==> src/tmr8_pkg.sv <==
// Package for the 8-bit timer with two compare channels: offsets, fields, modes
package tmr8_pkg;
  // Register byte addresses (word aligned)
  localparam logic [7:0] ADDR_CTRL_A   = 8'h00;
  localparam logic [7:0] ADDR_CTRL_B   = 8'h04;
  localparam logic [7:0] ADDR_COUNT    = 8'h08;
  localparam logic [7:0] ADDR_CMP_A    = 8'h0c;
  localparam logic [7:0] ADDR_CMP_B    = 8'h10;
  localparam logic [7:0] ADDR_FLAG     = 8'h14;
  localparam logic [7:0] ADDR_MASK     = 8'h18;
  localparam logic [7:0] ADDR_IRQ_ACK  = 8'h1c;
  // Control A fields
  localparam int CA_COM_A_LSB = 6;
  localparam int CA_COM_B_LSB = 4;
  localparam int CA_WGM_LSB   = 0;
  // Control B fields
  localparam int CB_FOC_A     = 7;
  localparam int CB_FOC_B     = 6;
  localparam int CB_WGM2      = 3;
  localparam int CB_CS_LSB    = 0;
  // Flag and mask bit positions
  localparam int FL_OVF   = 0;
  localparam int FL_CMP_A = 1;
  localparam int FL_CMP_B = 2;
  // Counter extremes
  localparam logic [7:0] CNT_BOTTOM = 8'h00;
  localparam logic [7:0] CNT_MAX    = 8'hff;
  // Waveform modes
  localparam logic [2:0] WGM_NORMAL   = 3'h0;
  localparam logic [2:0] WGM_PC_MAX   = 3'h1;
  localparam logic [2:0] WGM_CTC      = 3'h2;
  localparam logic [2:0] WGM_FAST_MAX = 3'h3;
  localparam logic [2:0] WGM_PC_OCRA  = 3'h5;
  localparam logic [2:0] WGM_FAST_OCRA = 3'h7;
  // Tick source selections
  localparam logic [2:0] CS_STOP     = 3'h0;
  localparam logic [2:0] CS_DIV1     = 3'h1;
  localparam logic [2:0] CS_DIV8     = 3'h2;
  localparam logic [2:0] CS_DIV64    = 3'h3;
  localparam logic [2:0] CS_DIV256   = 3'h4;
  localparam logic [2:0] CS_DIV1024  = 3'h5;
  localparam logic [2:0] CS_EXT_FALL = 3'h6;
  localparam logic [2:0] CS_EXT_RISE = 3'h7;
  // Compare output mode codes
  localparam logic [1:0] COM_NONE   = 2'h0;
  localparam logic [1:0] COM_TOGGLE = 2'h1;
  localparam logic [1:0] COM_CLEAR  = 2'h2;
  localparam logic [1:0] COM_SET    = 2'h3;
  // AHB transfer codes
  localparam logic [1:0] HTRANS_NONSEQ = 2'h2;
  localparam logic [1:0] HRESP_OKAY    = 2'h0;

  // Per-channel output compare state
  typedef struct packed {
    logic [7:0] buf_val;
    logic [7:0] act_val;
    logic       wave;
    logic       match_d1;
  } tmr8_chan_s;

  // Whole state of the timer
  typedef struct packed {
    logic [1:0] com_a;
    logic [1:0] com_b;
    logic [2:0] wgm;
    logic [2:0] cs;
    logic [7:0] count;
    logic       down;
    logic       block;
    logic [2:0] flags;
    logic [2:0] mask;
    logic [9:0] presc;
    logic       ext_q;
    tmr8_chan_s ch_a;
    tmr8_chan_s ch_b;
    logic       ap_valid;
    logic       ap_write;
    logic [7:0] ap_addr;
    logic [31:0] rdata;
  } tmr8_state_s;

  // Modes 1,3,5,7 are PWM
  function automatic logic tmr8_is_pwm(input logic [2:0] wgm);
    return wgm[0];
  endfunction : tmr8_is_pwm
endpackage : tmr8_pkg

==> src/tmr8_timer.sv <==
// Eight-bit timer with two compare channels and an AHB-Lite register slave
// Behaviour
// - Count and two compare values are 8-bit
// - Bottom is 0x00, maximum is 0xFF
// - Top is 0xFF or compare A by mode
// - Tick from prescaler or external input; 0 stops
// - Counter readable and writable at any time
// - CPU counter write beats count or clear
// - Each tick clears, increments or decrements counter
// - Overflow flag set per mode, can interrupt
// - Counter compared to both values continuously
// - Compare flag set one tick after match
// - Flag cleared by service or writing one
// - Three flags shown, each gated by mask
// - Compare buffered only in PWM modes
// - Buffer copied to active at top
// - CPU reaches buffer or active register
// - Force strobe updates output in non-PWM modes, not flag, counter
// - Counter write blocks next tick's matches
// - Output mode bits act immediately
// - Output state kept across mode switches
// - Waveform uses match, mode, max and bottom
// - Mode 0 counts up, overflow at wrap
// - Mode 2 clears on compare A match
// - Modes 3,7 single slope, top 0xFF or A
// - Output mode 0 leaves output unchanged
`timescale 1ns/1ns
module tmr8_timer
  import tmr8_pkg::*;
#(
  parameter int PRESC_WIDTH = 10
) (
  input  wire logic        hclk,          // System clock, 20 MHz
  input  wire logic        hresetn,       // Asynchronous reset, active low
  input  wire logic        hsel,          // Slave select
  input  wire logic [7:0]  haddr,         // Byte address, low bits
  input  wire logic [1:0]  htrans,        // Transfer type
  input  wire logic        hwrite,        // Write when high
  input  wire logic [2:0]  hsize,         // Transfer size
  input  wire logic [31:0] hwdata,        // Write data
  input  wire logic        hready,        // Bus ready in
  output logic      [31:0] hrdata,        // Read data
  output logic             hreadyout,     // Slave ready
  output logic             hresp,         // Always OKAY
  input  wire logic        external_count_input, // External tick pin
  input  wire logic [2:0]  irq_serviced,  // Pulse per flag when its vector runs
  output logic      [2:0]  irq_req,       // Masked requests: ovf, cmp a, cmp b
  output logic             wave_out_a,    // Output compare state a
  output logic             wave_out_b,    // Output compare state b
  output logic             wave_en_a,     // Pin override active a
  output logic             wave_en_b      // Pin override active b
);

  initial begin
    if (PRESC_WIDTH != 10) $error("PRESC_WIDTH must be 10 for the divide by 1024 tap");
  end

  tmr8_state_s s_q;
  tmr8_state_s s_d;

  logic [2:0]  wgm;
  logic        pwm;
  logic [7:0]  top;
  logic        tick;
  logic        at_top;
  logic        at_bottom;
  logic        match_a;
  logic        match_b;
  logic        wr_en;
  logic        wr_count;
  logic [7:0]  wd;
  logic        ext_rise;
  logic        ext_fall;

  assign wgm = s_q.wgm;
  assign pwm = tmr8_is_pwm(wgm);
  // Top is max or compare A by mode
  assign top = (wgm == WGM_CTC || wgm == WGM_FAST_OCRA || wgm == WGM_PC_OCRA)
               ? s_q.ch_a.act_val : CNT_MAX;
  assign at_top    = (s_q.count == top);
  assign at_bottom = (s_q.count == CNT_BOTTOM);
  // Continuous compare, blocked the tick after a counter write
  assign match_a = (s_q.count == s_q.ch_a.act_val) && !s_q.block;
  assign match_b = (s_q.count == s_q.ch_b.act_val) && !s_q.block;

  // Tick source select; prescaler taps come from a free running count
  assign ext_rise = external_count_input && !s_q.ext_q;
  assign ext_fall = !external_count_input && s_q.ext_q;
  always_comb begin
    case (s_q.cs)
      CS_STOP:     tick = 1'b0;
      CS_DIV1:     tick = 1'b1;
      CS_DIV8:     tick = (s_q.presc[2:0] == 3'h7);
      CS_DIV64:    tick = (s_q.presc[5:0] == 6'h3f);
      CS_DIV256:   tick = (s_q.presc[7:0] == 8'hff);
      CS_DIV1024:  tick = (s_q.presc == 10'h3ff);
      CS_EXT_FALL: tick = ext_fall;
      CS_EXT_RISE: tick = ext_rise;
      default:     tick = 1'b0;
    endcase
  end

  // Bus write is performed in the data phase; no wait states
  assign wr_en    = s_q.ap_valid && s_q.ap_write;
  assign wd       = hwdata[7:0];                  // no register is wider than 8 bits
  assign wr_count = wr_en && (s_q.ap_addr == ADDR_COUNT);

  // Next-state logic for the whole block
  always_comb begin
    logic [7:0] cnt_n;
    logic [1:0] com;
    logic       ovf_set;
    cnt_n = s_q.count;
    com   = COM_NONE;
    // Overflow is applied after the clears so that the hardware set wins
    ovf_set = 1'b0;
    s_d = s_q;
    s_d.ext_q = external_count_input;
    s_d.presc = s_q.presc + 10'h001;

    // Address phase capture
    if (hready) begin
      s_d.ap_valid = hsel && (htrans == HTRANS_NONSEQ);
      s_d.ap_write = hwrite;
      s_d.ap_addr  = haddr;
    end

    // Counter sequencing
    if (tick) begin
      s_d.block = 1'b0;
      if (wgm == WGM_PC_MAX || wgm == WGM_PC_OCRA) begin
        // Dual slope: turn at top and bottom
        if (!s_q.down && at_top) begin
          s_d.down = 1'b1;
          cnt_n = s_q.count - 8'h01;
        end else if (s_q.down && at_bottom) begin
          s_d.down = 1'b0;
          cnt_n = s_q.count + 8'h01;
          ovf_set = 1'b1;
        end else begin
          cnt_n = s_q.down ? s_q.count - 8'h01 : s_q.count + 8'h01;
        end
      end else if (wgm == WGM_CTC && at_top) begin
        cnt_n = CNT_BOTTOM;
        if (s_q.count == CNT_MAX) ovf_set = 1'b1;
      end else if ((wgm == WGM_FAST_MAX || wgm == WGM_FAST_OCRA) && at_top) begin
        cnt_n = CNT_BOTTOM;
        ovf_set = 1'b1;
      end else begin
        s_d.down = 1'b0;
        cnt_n = s_q.count + 8'h01;
        if (s_q.count == CNT_MAX) ovf_set = 1'b1;       // wrap to zero
      end
      // Match latched this tick raises flag next tick
      if (s_q.ch_a.match_d1) s_d.flags[FL_CMP_A] = 1'b1;
      if (s_q.ch_b.match_d1) s_d.flags[FL_CMP_B] = 1'b1;
      s_d.ch_a.match_d1 = match_a;
      s_d.ch_b.match_d1 = match_b;
      // Buffer update at top, in both fast and phase correct modes
      if (pwm && at_top) begin
        s_d.ch_a.act_val = s_q.ch_a.buf_val;
        s_d.ch_b.act_val = s_q.ch_b.buf_val;
      end
    end
    s_d.count = cnt_n;

    // Waveform generator; mode bits used live, not buffered
    for (int ch = 0; ch < 2; ch++) begin
      logic m;
      logic w;
      logic force_s;
      m       = (ch == 0) ? match_a : match_b;
      w       = (ch == 0) ? s_q.ch_a.wave : s_q.ch_b.wave;
      com     = (ch == 0) ? s_q.com_a : s_q.com_b;
      force_s = wr_en && (s_q.ap_addr == ADDR_CTRL_B) && !pwm
                && wd[(ch == 0) ? CB_FOC_A : CB_FOC_B];
      if ((tick && m) || force_s) begin
        if (!pwm) begin
          case (com)
            COM_TOGGLE: w = !w;
            COM_CLEAR:  w = 1'b0;
            COM_SET:    w = 1'b1;
            default:    w = w;
          endcase
        end else if (com == COM_CLEAR || com == COM_SET) begin
          w = (com == COM_SET);
        end
      end else if (tick && pwm && at_top && !(wgm == WGM_PC_MAX || wgm == WGM_PC_OCRA)
                   && (com == COM_CLEAR || com == COM_SET)) begin
        w = (com == COM_CLEAR);                               // Set at bottom, non-inverting
      end
      if (ch == 0) s_d.ch_a.wave = w;
      else         s_d.ch_b.wave = w;
    end

    // Interrupt service clears flags
    s_d.flags = s_d.flags & ~irq_serviced;

    // Register writes; the counter write overrides the sequencer
    if (wr_en) begin
      case (s_q.ap_addr)
        ADDR_CTRL_A: begin
          s_d.com_a   = wd[CA_COM_A_LSB +: 2];
          s_d.com_b   = wd[CA_COM_B_LSB +: 2];
          s_d.wgm[1:0] = wd[CA_WGM_LSB +: 2];   // wave state untouched
        end
        ADDR_CTRL_B: begin
          s_d.wgm[2] = wd[CB_WGM2];
          s_d.cs     = wd[CB_CS_LSB +: 3];
        end
        ADDR_COUNT: begin
          s_d.count = wd;
          s_d.block = 1'b1;
        end
        ADDR_CMP_A: begin
          if (pwm) s_d.ch_a.buf_val = wd;
          else begin
            s_d.ch_a.buf_val = wd;
            s_d.ch_a.act_val = wd;
          end
        end
        ADDR_CMP_B: begin
          if (pwm) s_d.ch_b.buf_val = wd;
          else begin
            s_d.ch_b.buf_val = wd;
            s_d.ch_b.act_val = wd;
          end
        end
        ADDR_FLAG: s_d.flags = s_d.flags & ~wd[2:0];
        ADDR_MASK: s_d.mask  = wd[2:0];
        default: ;
      endcase
    end
    // A hardware set in this cycle wins over a software clear
    if (tick && s_q.ch_a.match_d1) s_d.flags[FL_CMP_A] = 1'b1;
    if (tick && s_q.ch_b.match_d1) s_d.flags[FL_CMP_B] = 1'b1;
    if (ovf_set) s_d.flags[FL_OVF] = 1'b1;

    // Read data for the next data phase
    s_d.rdata = 32'h0000_0000;
    if (hready && hsel && htrans == HTRANS_NONSEQ && !hwrite) begin
      case (haddr)
        ADDR_CTRL_A: s_d.rdata[7:0] = {s_q.com_a, s_q.com_b, 2'h0, s_q.wgm[1:0]};
        ADDR_CTRL_B: s_d.rdata[7:0] = {4'h0, s_q.wgm[2], s_q.cs};
        ADDR_COUNT:  s_d.rdata[7:0] = s_d.count;
        ADDR_CMP_A:  s_d.rdata[7:0] = pwm ? s_q.ch_a.buf_val : s_q.ch_a.act_val;
        ADDR_CMP_B:  s_d.rdata[7:0] = pwm ? s_q.ch_b.buf_val : s_q.ch_b.act_val;
        ADDR_FLAG:   s_d.rdata[7:0] = {5'h00, s_d.flags};
        ADDR_MASK:   s_d.rdata[7:0] = {5'h00, s_q.mask};
        default:     s_d.rdata = 32'h0000_0000;
      endcase
    end
  end

  // State register; everything resets to zero
  always_ff @(posedge hclk or negedge hresetn) begin
    if (!hresetn) begin
      s_q <= '0;
    end else begin
      s_q <= s_d;
    end
  end

  // Outputs
  assign hrdata    = s_q.rdata;
  assign hreadyout = 1'b1;
  assign hresp     = HRESP_OKAY[0];
  assign irq_req   = s_q.flags & s_q.mask;
  assign wave_out_a = s_q.ch_a.wave;
  assign wave_out_b = s_q.ch_b.wave;
  assign wave_en_a  = (s_q.com_a != COM_NONE);
  assign wave_en_b  = (s_q.com_b != COM_NONE);

  // Match on a tick raises the flag at the following tick
  property p_flag_after_match;
    @(posedge hclk) disable iff (!hresetn)
      (tick && match_a) ##1 tick |=> s_q.flags[FL_CMP_A];
  endproperty
  a_flag_after_match: assert property (p_flag_after_match) else $error("cmp a flag late");

  property p_write_blocks;
    @(posedge hclk) disable iff (!hresetn)
      wr_count |=> !match_a && !match_b;
  endproperty
  a_write_blocks: assert property (p_write_blocks) else $error("match not blocked");

  property p_write_wins;
    @(posedge hclk) disable iff (!hresetn)
      wr_count |=> s_q.count == $past(hwdata[7:0]);
  endproperty
  a_write_wins: assert property (p_write_wins) else $error("counter write lost");

  property p_stopped;
    @(posedge hclk) disable iff (!hresetn)
      (s_q.cs == CS_STOP && !wr_en) |=> s_q.count == $past(s_q.count);
  endproperty
  a_stopped: assert property (p_stopped) else $error("counter moved while stopped");

  property p_ctc_clear;
    @(posedge hclk) disable iff (!hresetn)
      (tick && wgm == WGM_CTC && at_top && !wr_en) |=> s_q.count == CNT_BOTTOM;
  endproperty
  a_ctc_clear: assert property (p_ctc_clear) else $error("no clear on match");

  property p_normal_ovf;
    @(posedge hclk) disable iff (!hresetn)
      (tick && wgm == WGM_NORMAL && s_q.count == CNT_MAX && !wr_en)
        |=> s_q.count == CNT_BOTTOM && s_q.flags[FL_OVF];
  endproperty
  a_normal_ovf: assert property (p_normal_ovf) else $error("no overflow at wrap");

  property p_irq_mask;
    @(posedge hclk) disable iff (!hresetn)
      irq_req[FL_CMP_B] |-> s_q.mask[FL_CMP_B] && s_q.flags[FL_CMP_B];
  endproperty
  a_irq_mask: assert property (p_irq_mask) else $error("unmasked request");

  property p_com_none;
    @(posedge hclk) disable iff (!hresetn)
      (s_q.com_a == COM_NONE && !(wr_en && s_q.ap_addr == ADDR_CTRL_A))
        |=> wave_out_a == $past(wave_out_a);
  endproperty
  a_com_none: assert property (p_com_none) else $error("output moved with mode 0");

  property p_nobuf;
    @(posedge hclk) disable iff (!hresetn)
      (wr_en && s_q.ap_addr == ADDR_CMP_B && !pwm) |=> s_q.ch_b.act_val == $past(hwdata[7:0]);
  endproperty
  a_nobuf: assert property (p_nobuf) else $error("unbuffered write missed");

  // In PWM modes the active value only moves at the turning point
  property p_buf_load;
    @(posedge hclk) disable iff (!hresetn)
      (tick && pwm && at_top) |=> s_q.ch_a.act_val == $past(s_q.ch_a.buf_val);
  endproperty
  a_buf_load: assert property (p_buf_load) else $error("buffer not loaded at top");

  // A buffered write must not disturb the compare in use, avoiding odd pulses
  property p_buf_hold;
    @(posedge hclk) disable iff (!hresetn)
      (pwm && !(tick && at_top)) |=> $stable(s_q.ch_b.act_val);
  endproperty
  a_buf_hold: assert property (p_buf_hold) else $error("active compare moved early");

  // Single slope restarts from bottom and flags overflow at top
  property p_fast_wrap;
    @(posedge hclk) disable iff (!hresetn)
      (tick && (wgm == WGM_FAST_MAX || wgm == WGM_FAST_OCRA) && at_top && !wr_count)
        |=> s_q.count == CNT_BOTTOM && s_q.flags[FL_OVF];
  endproperty
  a_fast_wrap: assert property (p_fast_wrap) else $error("fast mode did not restart");

  // A force strobe alone never touches the flags
  property p_force_no_flag;
    @(posedge hclk) disable iff (!hresetn)
      (wr_en && s_q.ap_addr == ADDR_CTRL_B && !tick && irq_serviced == 3'h0)
        |=> s_q.flags == $past(s_q.flags);
  endproperty
  a_force_no_flag: assert property (p_force_no_flag) else $error("force set a flag");

endmodule : tmr8_timer

==> config.mk <==
export PLATFORM = sky130hd
export DESIGN_NAME = tmr8_timer
export DESIGN_NICKNAME = d
export VERILOG_FILES = /design/src/tmr8_pkg.sv /design/src/tmr8_timer.sv
export SDC_FILE = /design/constraint.sdc
export NUM_CORES = 1
export LEC_CHECK = 0
export BUFFER_PORTS_ARGS = -buffer_cell sky130_fd_sc_hd__buf_2
export CAP_MARGIN = 5
export CELL_PAD_IN_SITES_DETAIL_PLACEMENT = 2
export CELL_PAD_IN_SITES_GLOBAL_PLACEMENT = 2
export CORE_MARGIN = 3
export CORE_UTILIZATION = 35
export DETAILED_ROUTE_END_ITERATION = 6
export PLACE_DENSITY = 0.77
export SLEW_MARGIN = 20
export SYNTH_ARGS = -nofsm -noshare
export SYNTH_HDL_FRONTEND = slang
export SYNTH_SLANG_ARGS = --single-unit
==> constraint.sdc <==
create_clock -name hclk -period 3.3 [get_ports hclk]
set_clock_uncertainty 0.15 [all_clocks]
set_input_delay 0.99 -clock hclk [delete_from_list [all_inputs] [get_ports hclk]]
set_output_delay 0.99 -clock hclk [all_outputs]
set_load 0.05 [all_outputs]
Word-level counts from Yosys, hierarchy flattened
Cells that the tools add are included.
- flip-flop bits (word level): 115
- output and inout port bits: 41
- logic and storage cells: 195
- add/sub/neg operators: 3
- eq/ne operators: 46
- multiplexer cells: 57
- bitwise operators: 5
- reductions and logical operators: 60
- operators by type and width (operator ; number):
    $mux 8 ; 23
    $pmux 8 s7 ; 1
    $eq 8x5->1 const B ; 6
    $eq 8x4->1 const B ; 4
    $logic_and 1x1->1 ; 27
    $mux 1 ; 26
    $eq 8x8->1 ; 3
    $logic_not 8->1 ; 3
    $eq 3x3->1 const B ; 7
    $eq 8x3->1 const B ; 2
    $eq 8x8->1 const B ; 2
    $eq 3x2->1 const B ; 4
    $add 10x1->10 const B ; 1
    $eq 10x10->1 const B ; 1
    $eq 2x2->1 const B ; 5
    $ne 5x2->1 const B ; 2
    $reduce_and 2->1 ; 5
    $and 3x3->3 ; 3
    $logic_not 1->1 ; 9
    $mux 3 ; 3
    $add 8x1->8 const B ; 1
    $logic_or 1x1->1 ; 8
    $pmux 1 s8 ; 1
    $reduce_bool 2->1 ; 4
    13 further kinds ; 20

Logic depth before layout (Yosys ltp)
- depth in word-level cells: 14
- mapped depth: 12
- depth with buffers taken out: 10

Worst setup path after synthesis
OpenSTA, ideal clock, no wires.
- kind: input -> register
- from: input external_count_input
- to: register s_q (netlist bit wave_out_b)
- library setup time: 0.135 ns
- data arrival time: 2.788 ns
- setup slack: 0.227 ns
- cell stages on the path: 10
- buffers on the path: 2
- path through: nand3b_1 a41oi_1 o21ai_0 nor2_1 and3_1 clkbuf_1 clkbuf_1 nand3_1 mux2i_1 a221oi_1
- longest elaborated chain between the ends: 9
- elaborated cells between the ends (all ways): 15
- classes of those cells: 2 x eq/ne; 2 x mux; 11 x reduce/logical
- ends and longest elaborated chain (item ; RTL line ; text):
    from (decl) ; tmr8_timer.sv:45 ; input wire logic external_count_input,
    $logic_not 1->1 ; tmr8_timer.sv:88 ; assign ext_fall = !external_count_input && s_q.ext_q;
    $logic_and 1x1->1 ; tmr8_timer.sv:88 ;
    $pmux 1 s8 (*) ; tmr8_timer.sv:90 ; case (s_q.cs)
    $logic_and 1x1->1 (3 in series) ; tmr8_timer.sv:188 ; end else if (tick && pwm && at_top && !(wgm == WGM_PC_MAX || wgm == WGM_PC_OCRA)
    $logic_and 1x1->1 ; tmr8_timer.sv:189 ; && (com == COM_CLEAR || com == COM_SET)) begin
    $reduce_bool 2->1 (no source line) ; -- ;
    $reduce_and 3->1 (no source line) ; -- ;
    to (signal assigned) ; tmr8_timer.sv:258 ; s_q <= '0;
    to (signal assigned) ; tmr8_timer.sv:260 ; s_q <= s_d;
    to (decl) ; tmr8_timer.sv:58 ; tmr8_state_s s_q;
Every way passes the cells marked *; elsewhere a longest branch is shown, timed or not.
A chain may end at the register's enable or synchronous reset.

==> out/qor.yml <==
status:
  outcome: "finished clean"
detailed_routing:
  routed_via_density: 5.86
  postRouteAntennaNets: 0
  totalWireLength_um: 18200
  detail_route.drc_violations: 0
  drt-initial-drc-count: 328
  avgRoutedWirePerCell_um: 23.4
  drt_pre_antenna_iters: 5
  num_vias: 4573
sta:
  rsz0062_at_grt: "no"
  period_share_pct: 93.7
  timing.fmax_mhz: 323
  timing.final.setup_violations: 0
  tns_ns: 0
  hold_slack_ns: 0.324
  timing_max_transition_violations_final: 0
  slew-limit-headroom_pct: 48.7
  timing_hold_violations_final: 0
  max_slew.worst_pin.slew_ns: 0.767
  final_period_minus_worst_setup_slack_ns: 3.09
floorplanning:
  ios: 95
  fp.dieArea_um2: 16900
  initial_core_util_pct: 36.4
  core.rowCount: 44
  dieWidth_um: 130
  core_area_um2: 14800
  floorplan.die.height_um: 130
grt:
  first_global_vias: 5101
  maximum_number_of_pins_on_one_net_before_global_route_repair: 42
  global_route_wire_length_before_repair_um: 29300
  total_congestion_overflow: 0
  grt_antenna_before_repair: 0
  globalRouteTotalUtil_pct: 22.8
setup_path:
  reg2regPathDepth: 9
  reg2reg_setup_slack_ns: 0.21
  arrival_ns: 3.18
  path_max_fanout: 9
  critical-path-slowest-cell: "dfrtp_1"
  cp_top_family: "compound AO/OA/AOI/OAI gates"
  critical_path_required_ns: 3.39
  worst_setup_path_end_kind: "flop"
  sequence_of_cells_on_the_critical_path: "or3b_1 -> a222oi_1 -> o211ai_2 -> o21bai_1 -> buf_4 -> nand2_1 -> o21ai_0 -> a221oi_2 -> o32ai_2"
  setup.worst_path.class: "flop to flop"
  cp_num_cells: 9
  worst_path_largest_cell_delay_ns: 0.45
  setup.worst_path.start_class: "flop"
  reg2reg_to: "hrdata[6]"
  path_buf_inv: 1
  reg2reg_from: "wgm[2]"
clocking:
  cts.sink_count: 91
  tritoncts: "done"
  clk_pin_slew_ns: 0.08
  clock_latency_reported_for_the_late_side_of_the_worst_skew_pair_ns: 0.36
  clock_tree.htree_level_count: 3
  cts_made_buffers: 9
  max-clock-path-buffers: 2
  library_cell_used_as_clock_root_buffer: "clkbuf_16"
placed_design:
  detailed_place_hpwl_um: 13700
  number_of_input_and_output_port_buffers_inserted: 41
  gp_congestion: 0.914
yosys:
  synth-edff-count: 0
  synthesis.area_per_instance_um2: 9.90
  yosysSeqAreaShare_pct: 42.3
  synth-warning-count: 0
  synth_top_area_share_pct: 42.3
  ys_dominant_reg_cell: "dfrtp_1"
  synthDominantAreaCellType: "dfrtp_1"
  synth.top_cells.by_area: "dfrtp_1 (42%), mux2_2 (8.2%), mux2i_1 (5.6%), buf_4 (4.9%), nor2_1 (2.8%)"
  syn-cell-area_um2: 5380
  syn-instance-count: 543
  yosys.cell_types.count: 67
  yosys_register_bits: 91
  synth-async-reset-ratio_pct: 100
power:
  worst_ir_drop_vdd_mv: 0.233
  pwr_density_cell_nw_per_um2: 497
  cellLeakagePower_nw: 2.71
final_layout:
  finalNetCount: 650
  drive_gt1_share_pct: 22.7
  syn_to_final_growth_pct: 13.2
  num-fill-cells: 1607
  antenna-diode-count: 0
worst_hold_path:
  holdPathStages: 1
  hold_path.startpoint: "s_q[79]"
  worstHoldPathType: "flop to flop"
  timing.hold.worst_endpoint: "s_q[79]"
flow_run:
  cap_viol_max_count: 0
==> layout by cell type, fill, tap and decap left out, types with 15 or more instances in the layout <==
cell     count
dfrtp_1     91
nor2_1      40
buf_2       40
mux2_2      39
nand2_1     34
mux2i_1     30
a21oi_1     29
buf_4       29
conb_1      26
nand3_1     17
and3_1      15
==> final cells by class <==
class,count,area [um2],share of cell area [%]
multi-input combinational,406,2800,46.0
sequential,91,2280,37.4
timing repair buffer,70,438,7.19
tap,184,230,3.78
clock buffer,9,225,3.70
clock inverter,7,70.1,1.15
inverter,13,48.8,0.802
==> repair_timing <==
action | in CTS | in global routing
gates resized for setup | 0 | 4
hold buffers | 0 | 0
endpoints found under the setup margin | 0 | 3
setup buffers | 0 | 1
==> kinds of logic after synthesis <==
logic type               Yosys count  synth area share (%)
other                              2                 0.140
flip-flops                        91                  42.3
AO/OA/AOI/OAI                    119                  16.0
XOR/XNOR                          16                  2.61
buffers and inverters             70                  7.68
adder cells (fa/ha/maj)            5                  1.16
multiplexers                      69                  13.8
AND/OR/NAND/NOR                  171                  16.3
==> flip-flops by register name, indices dropped and copies added (netlist names) <==
signal and cells:
wave_out_a 1, wave_out_b 1, hrdata 8, s_q 78
wgm 3
==> synthesized netlist by cell type (all sizes together), types with 6 or more instances <==
master and count:
o2bb2ai 6, buf 42, nand3b 6, and3 15, a21oi 29, nor3 12
inv 13, nand3 17, nand2b 10, mux2i 30, and2 7, clkbuf 15
o31ai 7, dfrtp 91, nand2 34, xnor2 13, o22ai 8, nor2 40
mux2 39, nand4 7, o21ai 10
==> per-layer routing <==
| metal | track usage, % | vias to the layer above | share of wire (%) |
|---|---|---|---|
| met5 | 0 | - | 0 |
| met4 | 8.01 | 0 | 2.2 |
| met2 | 39.6 | 96 | 51 |
| met1 | 28.9 | 2403 | 43 |
| met3 | 3.68 | 27 | 3.2 |
| li1 | - | 2047 | - |
==> power breakdown <==
part           switching, mW  internal [mW]
Clock                  0.508          0.533
Sequential             0.106           1.18
Combinational          0.456          0.236
Total                   1.07           1.95
==> worst max-delay path by stage <==
stage	start	endpoint
after floorplan	external_count_input	wave_out_b
after global placement	external_count_input	hrdata[6]
after detailed placement	external_count_input	hrdata[6]
after CTS	wgm[2]	hrdata[6]
after global routing	wgm[2]	wave_out_a
final	wgm[2]	hrdata[6]
==> worst reg2reg max path: cells and delay by family, from the launching register on <==
| family | cells | cell delay (ns) |
|---|---|---|
| AOI/OAI and AO/OA | 6 | 1.59 |
| buffers and inverters | 1 | 0.19 |
| DFF | 1 | 0.45 |
| and+or+nand+nor | 2 | 0.58 |
==> metrics by stage <==
stage / utilization, % / power, mW / setup WS, ns / std cells / cell area (um2)
after floorplan: - / 1.73 / 0.227 / 567 / 5470
after global placement: 39.1 / 1.94 / 0.144 / 763 / 5760
after detailed placement: 39.1 / 1.97 / 0.00354 / 763 / 5760
after CTS: 41.1 / 3.04 / 0.0834 / 779 / 6060
after global routing: 41.3 / 3.17 / 0.00666 / 780 / 6090
final: 41.3 / 3.02 / 0.207 / 780 / 6090
No activity file was read; power rests on OpenSTA's default activity.
